`src/design/atc_regs.svh`:
```
`ifndef ATC_REGS_SVH
`define ATC_REGS_SVH

// register byte offsets
`define ATC_OFS_CTRL 8'h00
`define ATC_OFS_SWTRIG 8'h04
`define ATC_OFS_DELAY 8'h08
`define ATC_OFS_DECIM 8'h0c
`define ATC_OFS_LINES 8'h10
`define ATC_OFS_STATUS 8'h14
`define ATC_OFS_LCOUNT 8'h18
`define ATC_OFS_BACKCNT 8'h1c
`define ATC_OFS_LAST 8'h1c

// control fields
`define ATC_CTRL_EN 0
`define ATC_CTRL_LINE 1
`define ATC_CTRL_DLY_EN 2
`define ATC_CTRL_DEC_EN 3
`define ATC_CTRL_END_LO 4
`define ATC_CTRL_END_HI 5
`define ATC_CTRL_DIR_SEL 6
`define ATC_CTRL_FILT_LO 7
`define ATC_CTRL_FILT_HI 8
`define ATC_CTRL_BMC 9
`define ATC_CTRL_SSEL_LO 10
`define ATC_CTRL_SSEL_HI 11
`define ATC_CTRL_ESEL_LO 12
`define ATC_CTRL_ESEL_HI 13

// software trigger bits
`define ATC_SW_START 0
`define ATC_SW_END 1

// status bits
`define ATC_STAT_DELAY 0
`define ATC_STAT_ACTIVE 1
`define ATC_STAT_FWD 2
`define ATC_STAT_SUSP 3

// end-of-acquisition and direction filter codes
`define ATC_END_FREE 2'h0
`define ATC_END_COUNT 2'h1
`define ATC_END_TRIG 2'h2
`define ATC_FILT_ANY 2'h0
`define ATC_FILT_FWD 2'h1
`define ATC_FILT_BWD 2'h2

// reset values
`define ATC_CTRL_RST 16'h0000
`define ATC_DELAY_RST 16'h0000
`define ATC_DECIM_RST 16'h0001
`define ATC_LINES_RST 16'h0100

// timing
`define ATC_CLK_NS 10
`define ATC_US_NS 1000

`endif

```
`src/design/atc_pkg.sv`:
```
`default_nettype none
package atc_pkg;

    typedef enum logic [1:0] {ATC_IDLE, ATC_DELAY, ATC_ACTIVE} atc_state_t;

    typedef struct packed {
        logic psel;
        logic penable;
        logic pwrite;
        logic [7:0] paddr;
        logic [31:0] pwdata;
    } atc_apb_req_t;

    typedef struct packed {
        atc_state_t state;
        logic [15:0] ctrl;
        logic [15:0] delay;
        logic [15:0] decim;
        logic [15:0] lines;
        logic [31:0] prdata;
        logic tin_prev;
        logic ein_prev;
        logic [1:0] enc_prev;
        logic [15:0] dec_cnt;
        logic [15:0] dly_cnt;
        logic [15:0] line_cnt;
        logic [15:0] back_cnt;
        logic [6:0] pre_cnt;
        logic acq_start;
        logic line_trig;
        logic last_fwd;
    } atc_st_t;

endpackage

`default_nettype wire

```
`src/design/atc_trigger_ctrl.sv`:
```
// How it works
// external line edge starts acquisition
// software trigger starts acquisition too
// area mode delays start in microseconds
// decimation acts on every Nth external pulse
// line mode ends freely, by count, or trigger
// line mode delay counted in lines
// web scanning emits every line, never stops
// each object start trigger begins line run
// decode phases A and B into direction
// selector picks which phase order is forward
// optional forward-only or backward-only lines
// backward motion suspends lines at once
// lines resume at exact suspend position
// backward step counter must return to zero
//
// Added by the designer: the APB interface to the registers and the register offsets.
`timescale 1ns/1ps
`default_nettype none
`include "atc_regs.svh"

module atc_trigger_ctrl #(
    parameter int N_LINES = 4
) (
    input wire logic pclk,
    input wire logic presetn,
    input wire atc_pkg::atc_apb_req_t apb_req,
    output logic [31:0] prdata,
    output logic pready,
    output logic pslverr,
    input wire logic [N_LINES-1:0] trig_lines,
    input wire logic enc_a,
    input wire logic enc_b,
    output logic acq_start,
    output logic line_trig,
    output logic acq_active
);
    import atc_pkg::*;

    localparam int US_CYC = `ATC_US_NS / `ATC_CLK_NS;

    function automatic logic pick(input logic [N_LINES-1:0] v, input logic [1:0] sel);
        logic r;
        r = 1'b0;
        for (int i = 0; i < N_LINES; i++) begin
            if (2'(i) == sel) begin
                r = v[i];
            end
        end
        return r;
    endfunction

    function automatic logic [15:0] inc_sat(input logic [15:0] v);
        return (v == 16'hffff) ? v : v + 16'h0001;
    endfunction

    // delay counter reaches its target on this tick or step
    function automatic logic dly_last(input logic [15:0] cnt, input logic [15:0] target);
        return (cnt + 16'h0001) >= target;
    endfunction

    atc_st_t s, n;
    logic access, setup, mapped, sw_start, sw_end;
    logic tin_now, ein_now, ext_edge, end_edge, ext_ok, start_req, end_req;
    logic step, a_lead, fwd, fwd_step, bwd_step, line_ok, us_tick;
    logic [1:0] end_mode, filt;

    ////////////////////////////////////////////////////////////////////////
    always_comb begin
        access = apb_req.psel & apb_req.penable;
        setup = apb_req.psel & ~apb_req.penable;
        mapped = (apb_req.paddr <= `ATC_OFS_LAST) && (apb_req.paddr[1:0] == 2'h0);
        sw_start = access & apb_req.pwrite & (apb_req.paddr == `ATC_OFS_SWTRIG)
            & apb_req.pwdata[`ATC_SW_START];
        sw_end = access & apb_req.pwrite & (apb_req.paddr == `ATC_OFS_SWTRIG)
            & apb_req.pwdata[`ATC_SW_END];
        end_mode = s.ctrl[`ATC_CTRL_END_HI:`ATC_CTRL_END_LO];
        filt = s.ctrl[`ATC_CTRL_FILT_HI:`ATC_CTRL_FILT_LO];
        tin_now = pick(trig_lines, s.ctrl[`ATC_CTRL_SSEL_HI:`ATC_CTRL_SSEL_LO]);
        ein_now = pick(trig_lines, s.ctrl[`ATC_CTRL_ESEL_HI:`ATC_CTRL_ESEL_LO]);
        ext_edge = tin_now & ~s.tin_prev;
        end_edge = ein_now & ~s.ein_prev;
        ext_ok = ext_edge & (~s.ctrl[`ATC_CTRL_DEC_EN] | (s.dec_cnt == 16'h0000));
        start_req = s.ctrl[`ATC_CTRL_EN] & (ext_ok | sw_start) & (s.state == ATC_IDLE);
        end_req = end_edge | sw_end;
        // one phase changed, the other held: a legal quadrature step
        step = (s.enc_prev[1] ^ enc_a) ^ (s.enc_prev[0] ^ enc_b);
        a_lead = ~(s.enc_prev[1] ^ enc_b);
        fwd = a_lead ^ s.ctrl[`ATC_CTRL_DIR_SEL];
        fwd_step = step & fwd;
        bwd_step = step & ~fwd;
        if (s.ctrl[`ATC_CTRL_BMC]) begin
            line_ok = fwd_step & (s.back_cnt == 16'h0000);
        end else if (filt == `ATC_FILT_FWD) begin
            line_ok = fwd_step;
        end else if (filt == `ATC_FILT_BWD) begin
            line_ok = bwd_step;
        end else begin
            line_ok = step;
        end
        // prescaler: area delay counts whole microseconds, not cycles
        us_tick = (s.pre_cnt == 7'(US_CYC - 1));
    end

    ////////////////////////////////////////////////////////////////////////
    always_comb begin
        n = s;
        n.acq_start = 1'b0;
        n.line_trig = 1'b0;
        // prev flops reset low: a pin already high at release reads as an edge
        n.tin_prev = tin_now;
        n.ein_prev = ein_now;
        n.enc_prev = {enc_a, enc_b};
        if (step) begin
            n.last_fwd = fwd;
        end

        // register bus: read data captured in setup so the access needs no wait
        if (setup) begin
            case (apb_req.paddr)
                `ATC_OFS_CTRL: n.prdata = {16'h0000, s.ctrl};
                `ATC_OFS_DELAY: n.prdata = {16'h0000, s.delay};
                `ATC_OFS_DECIM: n.prdata = {16'h0000, s.decim};
                `ATC_OFS_LINES: n.prdata = {16'h0000, s.lines};
                `ATC_OFS_STATUS: begin
                    n.prdata = 32'h0000_0000;
                    n.prdata[`ATC_STAT_DELAY] = (s.state == ATC_DELAY);
                    n.prdata[`ATC_STAT_ACTIVE] = (s.state == ATC_ACTIVE);
                    n.prdata[`ATC_STAT_FWD] = s.last_fwd;
                    n.prdata[`ATC_STAT_SUSP] = (s.back_cnt != 16'h0000);
                end
                `ATC_OFS_LCOUNT: n.prdata = {16'h0000, s.line_cnt};
                `ATC_OFS_BACKCNT: n.prdata = {16'h0000, s.back_cnt};
                default: n.prdata = 32'h0000_0000;
            endcase
        end
        if (access & apb_req.pwrite) begin
            case (apb_req.paddr)
                `ATC_OFS_CTRL: n.ctrl = apb_req.pwdata[15:0];
                `ATC_OFS_DELAY: n.delay = apb_req.pwdata[15:0];
                `ATC_OFS_DECIM: n.decim = apb_req.pwdata[15:0];
                `ATC_OFS_LINES: n.lines = apb_req.pwdata[15:0];
                default: ;
            endcase
        end

        // decimation runs on every external edge, busy or not
        if (ext_edge & s.ctrl[`ATC_CTRL_DEC_EN]) begin
            n.dec_cnt = (inc_sat(s.dec_cnt) >= s.decim) ? 16'h0000 : inc_sat(s.dec_cnt);
        end else if (!s.ctrl[`ATC_CTRL_DEC_EN]) begin
            n.dec_cnt = 16'h0000;
        end

        // backward steps are banked so lines resume where they stopped
        if (!s.ctrl[`ATC_CTRL_BMC]) begin
            n.back_cnt = 16'h0000;
        end else if (bwd_step) begin
            n.back_cnt = inc_sat(s.back_cnt);
        end else if (fwd_step && s.back_cnt != 16'h0000) begin
            n.back_cnt = s.back_cnt - 16'h0001;
        end

        case (s.state)
            ATC_IDLE: begin
                if (start_req) begin
                    n.dly_cnt = 16'h0000;
                    n.pre_cnt = 7'h00;
                    n.line_cnt = 16'h0000;
                    if (s.ctrl[`ATC_CTRL_DLY_EN] && s.delay != 16'h0000) begin
                        n.state = ATC_DELAY;
                    end else if (s.ctrl[`ATC_CTRL_LINE]) begin
                        n.state = ATC_ACTIVE;
                    end else begin
                        n.acq_start = 1'b1;
                    end
                end
            end
            ATC_DELAY: begin
                if (!s.ctrl[`ATC_CTRL_LINE]) begin
                    n.pre_cnt = us_tick ? 7'h00 : s.pre_cnt + 7'h01;
                    if (us_tick) begin
                        n.dly_cnt = s.dly_cnt + 16'h0001;
                        if (dly_last(s.dly_cnt, s.delay)) begin
                            n.acq_start = 1'b1;
                            n.state = ATC_IDLE;
                        end
                    end
                end else if (line_ok) begin
                    n.dly_cnt = s.dly_cnt + 16'h0001;
                    if (dly_last(s.dly_cnt, s.delay)) begin
                        n.state = ATC_ACTIVE;
                    end
                end
            end
            ATC_ACTIVE: begin
                if (line_ok) begin
                    n.line_trig = 1'b1;
                    n.line_cnt = inc_sat(s.line_cnt);
                    if (end_mode == `ATC_END_COUNT && inc_sat(s.line_cnt) >= s.lines) begin
                        n.state = ATC_IDLE;
                    end
                end
                if (end_mode == `ATC_END_TRIG && end_req) begin
                    n.state = ATC_IDLE;
                end
            end
            default: n.state = ATC_IDLE;
        endcase

        // clearing enable abandons any delay or line run
        if (!s.ctrl[`ATC_CTRL_EN]) begin
            n.state = ATC_IDLE;
        end
    end

    ////////////////////////////////////////////////////////////////////////
    always_ff @(posedge pclk or negedge presetn) begin
        if (!presetn) begin
            s <= '0;
            s.state <= ATC_IDLE;
            s.ctrl <= `ATC_CTRL_RST;
            s.delay <= `ATC_DELAY_RST;
            s.decim <= `ATC_DECIM_RST;
            s.lines <= `ATC_LINES_RST;
        end else begin
            s <= n;
        end
    end

    assign prdata = s.prdata;
    assign pready = access;
    // bad address errors out and the write is dropped
    assign pslverr = access & ~mapped;
    assign acq_start = s.acq_start;
    assign line_trig = s.line_trig;
    assign acq_active = (s.state == ATC_ACTIVE);
endmodule

`default_nettype wire

```
`config.mk`:
```
export PLATFORM = sky130hd
export DESIGN_NAME = atc_trigger_ctrl
export DESIGN_NICKNAME = d
export VERILOG_FILES = /design/src/design/atc_pkg.sv /design/src/design/atc_trigger_ctrl.sv
export VERILOG_INCLUDE_DIRS = /design/src /design/src/design
export SDC_FILE = /design/constraint.sdc
export NUM_CORES = 1
export LEC_CHECK = 0
export ABC_CLOCK_PERIOD_IN_PS = 4000
export BUFFER_PORTS_ARGS = -buffer_cell sky130_fd_sc_hd__buf_2
export CELL_PAD_IN_SITES_DETAIL_PLACEMENT = 0
export CELL_PAD_IN_SITES_GLOBAL_PLACEMENT = 1
export CORE_MARGIN = 5
export CORE_UTILIZATION = 47
export DETAILED_ROUTE_END_ITERATION = 10
export GPL_ROUTABILITY_DRIVEN = 0
export PLACE_DENSITY_LB_ADDON = 0.1
export SLEW_MARGIN = 20
export SYNTH_ARGS = -nofsm -noshare
export SYNTH_HDL_FRONTEND = slang
export SYNTH_SLANG_ARGS = --single-unit
```
`constraint.sdc`:
```
create_clock -name pclk -period 4 [get_ports pclk]
set_clock_uncertainty 0.2 [all_clocks]
set_input_delay 0.4 -clock pclk [delete_from_list [all_inputs] [get_ports pclk]]
set_output_delay 0.4 -clock pclk [all_outputs]
set_load 0.1 [all_outputs]
```
# After elaboration in Yosys (flattened, before gate mapping)
# Index checks and enable logic that the tools add are counted.
# totals
output_inout_bits	37
elab_cells	172
input_bits	51
register_bits	176
# classes
add_sub_neg	6
reduce_logical	25
n_bitwise	31
n_eq_ne	38
n_mux	51
n_lt_le_gt_ge	4
# op_table
cell	count
16-bit 2-to-1 mux	13
16-bit one-hot mux with 7 select lines	1
16-bit by 1-bit adder with 16-bit output, second input constant	4
16-bit one-hot mux with 2 select lines	2
16-bit == test, second input constant	3
16-bit >= comparator	3
8-bit by 5-bit == test with 1-bit output, second input constant	4
16-bit zero test	2
32-bit 2-to-1 mux	1
16-bit nonzero test	2
2-bit 2-to-1 mux	12
1-bit 2-to-1 mux	17
1-bit bitwise AND	16
8-bit by 4-bit == test with 1-bit output, second input constant	2
8-bit 2-to-1 mux	2
8-bit one-hot mux with 2 select lines	1
16-bit by 1-bit subtractor with 16-bit output, second input constant	1
3-bit != test, second input constant	4
2-bit AND reduction	5
2-bit == test, first input constant	4
8-bit by 3-bit == test with 1-bit output, second input constant	1
8-bit by 5-bit <= comparator with 1-bit output, second input constant	1
2-bit zero test	4
8-bit zero test	1
other kinds (22)	49

# Depth between registers and ports, before layout
# Gate-level depths: netlist of the first run.
# depth
word_depth	13
mapped_depth	16
mapped_depth_nobuf	15

# Worst setup path before layout of the first run
# Ideal clock, no wire load.
# synth_timing
path_type	register -> register
startpoint	register s[64] in the netlist's numbering
endpoint	register s[65] in the netlist's numbering
synth_period_minus_slack_ps	3620
t_required_ps	3721
setup_slack_ps	380
stages_incl_launch_ff	17
path_buffers	2
setup_time_ps	79
arrival_ps	3341
cell_sequence	dfrtp_1 clkbuf_1 and4_1 nand4_1 nor3_1 nor2_1 nand2_1 xnor2_1 ha_1 a21o_1 a21o_1 a21oi_1 nor2_1 nor3_1 clkbuf_1 nand4_1 mux2i_1
# synth_via
elab_chain_len	5
word_cells_on_any_way	6
cone_classes	add/sub: 1; order compare: 1; eq/ne: 1; mux: 3
# synth_lines
item	line	rtl
from (decl)	atc_trigger_ctrl.sv:62	atc_st_t s, n;
from (signal assigned)	atc_trigger_ctrl.sv:226	s <= n;
16-bit by 1-bit adder with 16-bit output or 16-bit == test (tied branches)	atc_trigger_ctrl.sv:54	return (v == 16'hffff) ? v : v + 16'h0001;
16-bit 2-to-1 mux *	atc_trigger_ctrl.sv:54	
16-bit >= comparator	atc_trigger_ctrl.sv:149	n.dec_cnt = (inc_sat(s.dec_cnt) >= s.decim) ? 16'h0000 : inc_sat(s.dec_cnt);
16-bit 2-to-1 mux *	atc_trigger_ctrl.sv:149	
16-bit 2-to-1 mux *	atc_trigger_ctrl.sv:148	if (ext_edge & s.ctrl[`ATC_CTRL_DEC_EN]) begin
# Every way passes the cells marked *; elsewhere a longest branch is shown, timed or not.
# A chain may end at the register's enable or synchronous reset.

# Final worst setup path of the first run
# layout_timing
startpoint	register s[27] in the netlist's numbering
endpoint	register s[175] in the netlist's numbering
# layout_via
elab_chain_len	6
word_cells_on_any_way	7
cone_classes	add/sub: 1; order compare: 1; eq/ne: 2; mux: 1; reduce/logical: 2
# layout_lines
item	line	rtl
16-bit by 1-bit adder with 16-bit output or 16-bit == test (tied branches)	atc_trigger_ctrl.sv:54	
16-bit 2-to-1 mux *	atc_trigger_ctrl.sv:54	
16-bit >= comparator *	atc_trigger_ctrl.sv:199	if (end_mode == `ATC_END_COUNT && inc_sat(s.line_cnt) >= s.lines) begin
1-bit logical AND *	atc_trigger_ctrl.sv:199	
4-bit by 2-bit != test with 1-bit output (no source line) *	-	
7-bit AND reduction (no source line) *	-	
# Marked as above.

==> results_dict.tcl, run 1 <==
set metrics [dict create \
    hold_end "s[128]" \
    synthXorXnorAreaFrac 0.03792 \
    post-route-util 0.5313 \
    drive_above_1_share 0.1331 \
    dp_cells 1477 \
    setup_violations 0 \
    track_usage 0.2330 \
    die-area_mm2 0.02556 \
    ys_warn_count 0 \
    cts_buffer_depth 2 \
    max_stage_delay_ns 0.56 \
    start_util 0.4809 \
    async_flop_share 1.000 \
    synth.avg_cell_area_um2 8.926 \
    grt_overflow 0 \
    cp.required_ns 4.15 \
    postRouteAntennaNets 0 \
    synth_edf_count 0 \
    final-hold-violation-count 0 \
    synth_compound_area_frac 0.1609 \
    drtIter0Drc 591 \
    pwr-share-seq 0.441 \
    wl_per_cell_um 19.67 \
    drv_slew 0 \
    critPathLaunchType "flop" \
    syn_inst 1183 \
    yosysSeqAreaShare 0.3794 \
    slowest_stage "or4_1" \
    dr.pass1.iters 5 \
    root_buffer "clkbuf_16" \
    reg2reg_slack_ns 0.20 \
    worstMarginPinSlew_ns 1.049 \
    ys_seq_elements 160 \
    dieHeight_um 159.9 \
    p_switching_mw 1.061 \
    io_pins 88 \
    grt_pass1_vias 8484 \
    synth-simple-area-share 0.1894 \
    worstSkewPairLatency_ns 0.43 \
    antenna_found_initial 0 \
    drc 0 \
    timing.fmax_ghz 0.2634 \
    clk_pin_slew_ns 0.07 \
    period_minus_slack_ns 3.797 \
    reg2regPathDepth 14 \
    area_growth_pct 10.50 \
    via_per_inst 5.769 \
    min_period_over_period 0.9491 \
    stdcell_area_mm2 0.01167 \
    cts_buffers 17 \
    synth_top_family_by_area "simple AND/OR/NAND/NOR gates" \
    pwr-share-comb 0.117 \
    max-vdd-ir-drop_v 0.0001641 \
    maxCapViolCount 0 \
    yosys_most_used_dff "dfrtp_1" \
    min_path_cells 3 \
    io_buffers 55 \
    synthAdderAreaFrac 0.08129 \
    p_int_mw 2.726 \
    outcome "finished clean" \
    mappedNetlistArea_mm2 0.01056 \
    fin_total_pwr_mw 3.787 \
    hold_path_class "in -> reg" \
    vias 8722 \
    cp_max_fo 6 \
    nets 1338 \
    crit_type "reg -> reg" \
    numClockSinks 160 \
    switching_share 0.2802 \
    core.rowCount 54 \
    cts_tree "done" \
    r2r-start "s[27]" \
    max_slew_margin 0.3009 \
    htreeDepth 4 \
    p_leak_nw 5.612 \
    dp_slack_ns 0.2397 \
    grt_max_degree 77 \
    fillers 2031 \
    postPlaceCellArea_mm2 0.01102 \
    n_antenna_cell 0 \
    worstPathArrival_ns 3.95 \
    r2r-end "s[175]" \
    worstSetupEndpointType "flop" \
    finalWirelength_mm 29.74 \
    p_per_area_mw_per_mm2 324.6 \
    yosys-mux-area-fraction 0.08141 \
    grt_pass1_wl_mm 47.55 \
    min_from "apb_req[2]" \
    synthDistinctLibCells 74 \
    clkPwrFrac 0.442 \
    coreArea_mm2 0.02196 \
    fp.dieW_um 159.9 \
    final_cells 1512 \
    path_cells "ha_1 > nand3_1 > or4_1 > buf_4 > nor3_2 > nor3_1 > xor2_1 > ha_1 > a21o_1 > a21o_1 > a21oi_1 > o211ai_1 > o2111ai_1 > o2bb2ai_1" \
    hpwl_mm 22.13 \
    worst_slack_ns 0.2035 \
]
[per-layer routing]
| metal | wire, um | global-route usage | vias to the layer above |
|---|---|---|---|
| met5 | 0 | 0 | - |
| met4 | 596 | 0.06805 | 0 |
| met3 | 1563 | 0.04485 | 40 |
| met2 | 13070 | 0.3545 | 219 |
| met1 | 14500 | 0.3392 | 4212 |
| li1 | - | - | 4251 |
[how the worst max path moves through the flow]
stage / from / endpoint / slack (ns) / cells past startpoint
floorplan: s[64] / s[65] / 0.38 / 16
global placement: s[27] / s[175] / 0.28 / 13
detailed placement: enc_b / s[22] / 0.24 / 13
CTS: enc_b / s[22] / 0.14 / 14
global route: enc_a / s[24] / -0.003 / 14
finish: s[27] / s[175] / 0.20 / 14
[power by group through the flow]
stage          logic [mW]  registers, mW  clock network (mW)
2_1_floorplan       0.297           1.69                   0
3_3_place_gp        0.436           1.70                   0
3_5_place_dp        0.437           1.70                   0
4_1_cts             0.442           1.67                1.71
5_1_grt             0.487           1.67                1.78
6_report            0.442           1.67                1.67
[timing repair]
item                                    in CTS  in global routing
hold buffers                                 3                  0
resized for setup                            0                  5
endpoints found under the setup margin       0                  4
buffers inserted                             0                  0
endpoints found under the hold margin       75                  0
[per-stage QoR]
step,hold WS (ns),setup TNS [ns]
4_1_cts,0.07342,0
3_3_place_gp,0.2645,0
5_1_grt,0.08007,-0.002616
2_1_floorplan,-0.09559,0
6_report,0.08055,0
3_5_place_dp,0.2653,0
[logic make-up (layout without fill, tap and decap cells)]
family                   count (synthesis)  count (layout)
multiplexers                            77              77
AND/OR/NAND/NOR                        411             411
flip-flops                             160             160
AO/OA/AOI/OAI                          270             270
adder cells (fa/ha/maj)                 68              68
buffers and inverters                  152             186
XOR/XNOR                                44              44
other                                    1              16
[registers in the layout, indices dropped and copies added (netlist names)]
signal	flops
filt	2
s	138
end_mode	2
acq_start	1
line_trig	1
prdata	16
[cell usage after synthesis, drive strengths merged, types with 3 or more instances]
cell type / n / area [um^2]
a21oi: 32 / 160.2
a31oi: 13 / 81.33
nand3: 37 / 185.2
o41ai: 4 / 35.03
nand3b: 5 / 37.54
nor2b: 15 / 93.84
xnor2: 30 / 262.8
and2: 14 / 87.58
or3: 8 / 50.05
nand2: 138 / 518.0
a221oi: 3 / 26.28
clkbuf: 44 / 166.4
o31ai: 11 / 82.58
a21boi: 4 / 30.03
nor2: 85 / 319.1
a21o: 14 / 105.1
or4: 5 / 41.29
ha: 67 / 838.3
nand4: 20 / 125.1
inv: 64 / 240.2
mux2: 21 / 274.0
o21ai: 115 / 575.6
a22o: 14 / 122.6
and3: 14 / 87.58
o2111ai: 3 / 26.28
o21a: 6 / 45.04
nor4: 15 / 93.84
mux2i: 54 / 540.5
nor3b: 3 / 22.52
nor3: 21 / 115.1
xor2: 13 / 113.9
a32o: 10 / 100.1
or2: 8 / 50.05
buf: 44 / 325.3
nand2b: 16 / 102.6
o22ai: 19 / 118.9
dfrtp: 158 / 3954
[final cells by class]
type	count	area, um^2	share of cell area
clock buffer	18	439.2	0.03764
clock inverter	14	156.4	0.01340
inverter	64	240.2	0.02059
multi-input combinational	886	5911	0.5066
sequential	160	4006	0.3434
tap	280	350.3	0.03003
timing repair buffer	90	564.3	0.04836
[placed cells by master, fill, tap and decap left out, types with 16 or more instances in the layout]
master / n
dfrtp_1: 158
nand2_1: 138
o21ai_0: 114
nor2_1: 84
ha_1: 67
inv_1: 64
mux2i_1: 54
buf_2: 54
nand3_1: 37
a21oi_1: 32
buf_4: 31
xnor2_1: 29
nand4_1: 20
o22ai_1: 19
nor3_1: 17
clkbuf_16: 17
conb_1: 16
[critical path: cells and delay by family, from the launching register on]
| family | cells | cell delay (ns) |
|---|---|---|
| AND/OR/NAND/NOR | 4 | 1.07 |
| flip-flops | 1 | 0.45 |
| adder cells (fa/ha/maj) | 2 | 0.51 |
| buffers and inverters | 1 | 0.18 |
| AO/OA/AOI/OAI | 6 | 1.10 |
| XOR/XNOR | 1 | 0.21 |
Note: power is estimated with default switching activity, not from simulation.
==> inputs of run 2 (changes only) <==
--- a/config.mk
+++ b/config.mk
@@ -12,6 +12,7 @@
 export CELL_PAD_IN_SITES_GLOBAL_PLACEMENT = 1
 export CORE_MARGIN = 5
 export CORE_UTILIZATION = 47
+export CTS_BUF_LIST = sky130_fd_sc_hd__clkbuf_16
 export DETAILED_ROUTE_END_ITERATION = 10
 export GPL_ROUTABILITY_DRIVEN = 0
 export PLACE_DENSITY_LB_ADDON = 0.1
==> run 2 against run 1 <==
  * Sequential power is essentially flat
  * Maximum frequency shrank 0.47%
  * Die area is the same
  * Non-clock buffer count is the same
  * Routed wire length is essentially flat
  * Critical path depth is the same
  * Clock-buffer cell count shrank 1
  * Combinational power is essentially flat
  * Register-to-register slack lost 0.02 ns
  * Utilization is essentially flat
  * Largest power group unchanged
==> results_dict.tcl, run 2 (same netlist as run 1, synthesis figures left out) <==
set metrics [dict create \
    outcome "finished clean" \
    pwr-share-seq 0.444 \
    p_per_area_mw_per_mm2 323.1 \
    timing.fmax_ghz 0.2622 \
    htreeDepth 4 \
    reg2reg_slack_ns 0.19 \
    top_register "s" \
    io_buffers 55 \
    core.rowCount 54 \
    worstPathArrival_ns 3.97 \
    worstMarginPinSlew_ns 1.049 \
    maxCapViolCount 0 \
    clkPwrFrac 0.439 \
    finalWirelength_mm 29.73 \
    n_antenna_cell 0 \
    min_from "apb_req[8]" \
    io_pins 88 \
    cts_buffers 17 \
    area_growth_pct 10.40 \
    drv_slew 0 \
    stdcell_area_mm2 0.01166 \
    largest_reg_flops 138 \
    drc 0 \
    dp_slack_ns 0.2397 \
    worstSetupEndpointType "flop" \
    setup_violations 0 \
    coreArea_mm2 0.02196 \
    wl_per_cell_um 19.66 \
    p_leak_nw 5.606 \
    postRouteAntennaNets 0 \
    clk_pin_slew_ns 0.07 \
    fp.dieW_um 159.9 \
    min_period_over_period 0.9536 \
    track_usage 0.2330 \
    grt_overflow 0 \
    via_per_inst 5.766 \
    pwr-share-comb 0.117 \
    final_common_cell "dfrtp_1" \
    hold_end "s[118]" \
    p_switching_mw 1.060 \
    die-area_mm2 0.02556 \
    dieHeight_um 159.9 \
    cts_buffer_depth 2 \
    start_util 0.4809 \
    worstSkewPairLatency_ns 0.43 \
    drive_above_1_share 0.1323 \
    numClockSinks 160 \
    dr.pass1.iters 5 \
    root_buffer "clkbuf_16" \
    crit_type "reg -> reg" \
    hold_path_class "in -> reg" \
    min_path_cells 3 \
    cp.required_ns 4.16 \
    max-vdd-ir-drop_v 0.0001641 \
    p_int_mw 2.706 \
    drtIter0Drc 591 \
    antenna_found_initial 0 \
    cts_tree "done" \
    r2r-end "s[175]" \
    postPlaceCellArea_mm2 0.01102 \
    final_cell_mix "dfrtp_1, nand2_1, o21ai_0" \
    critPathLaunchType "flop" \
    period_minus_slack_ns 3.814 \
    switching_share 0.2814 \
    final-hold-violation-count 0 \
    hpwl_mm 22.13 \
    r2r-start "s[27]" \
    max_slew_margin 0.3009 \
    grt_pass1_wl_mm 47.55 \
    cp_max_fo 6 \
    reg2regPathDepth 14 \
    grt_max_degree 77 \
    nets 1338 \
    worst_slack_ns 0.1855 \
    vias 8718 \
    grt_pass1_vias 8484 \
]
==> run 2: repair_timing <==
item / 4_1_cts / 5_1_grt
setup endpoints to repair: 0 / 4
setup buffers: 0 / 0
hold buffers: 3 / 0
endpoints found under the hold margin: 75 / 0
gates resized for setup: 0 / 5
==> run 2: layer usage <==
metal	vias up	share of wire	global-route usage	wire length, um
met5	-	0	0	0
met4	0	0.021	0.06805	628
met3	42	0.055	0.04485	1627
met2	223	0.44	0.3545	13040
met1	4204	0.49	0.3392	14430
li1	4249	-	-	-
==> run 2: stage by stage <==
stage	cells	hold slack, ns	util	setup TNS (ns)	total power, mW
4_1_cts	1512	0.07400	0.5299	0	3.798
6_report	1512	0.08014	0.5309	0	3.766
3_3_place_gp	1477	0.2645	0.5019	0	2.135
3_5_place_dp	1477	0.2653	0.5019	0	2.137
2_1_floorplan	1198	-0.09559	-	0	1.990
5_1_grt	1512	0.08007	0.5309	-0.002616	3.915
==> run 2: layout make-up <==
class	instances	area, um^2
Clock inverter	15	160.2
Sequential cell	160	4006
Inverter	64	240.2
Fill cell	2034	10300
Tap cell	280	350.3
Timing Repair Buffer	90	564.3
Multi-Input combinational cell	886	5911
Clock buffer	17	425.4
==> run 2: power by group through the flow <==
| stage | Sequential (mW) | Combinational (mW) | Clock (mW) |
|---|---|---|---|
| after floorplan | 1.69 | 0.297 | 0 |
| after global placement | 1.70 | 0.436 | 0 |
| after detailed placement | 1.70 | 0.437 | 0 |
| after CTS | 1.67 | 0.442 | 1.69 |
| after global routing | 1.67 | 0.487 | 1.76 |
| final | 1.67 | 0.442 | 1.65 |
==> run 2: how the worst max path moves through the flow <==
stage	startpoint	to	cells past startpoint
floorplan	s[64]	s[65]	16
global placement	s[27]	s[175]	13
detailed placement	enc_b	s[22]	13
CTS	enc_b	s[22]	14
global route	enc_a	s[24]	14
finish	s[27]	s[175]	14
==> run 2: critical path, cell delays in order (launching register included) <==
cell and delay [ns]:
dfrtp_1 0.45, ha_1 0.22, nand3_1 0.13, or4_1 0.56
buf_4 0.18, nor3_2 0.27, nor3_1 0.11, xor2_1 0.21
ha_1 0.29, a21o_1 0.16, a21o_1 0.17, a21oi_1 0.16
o211ai_1 0.16, o2111ai_1 0.32, o2bb2ai_1 0.14
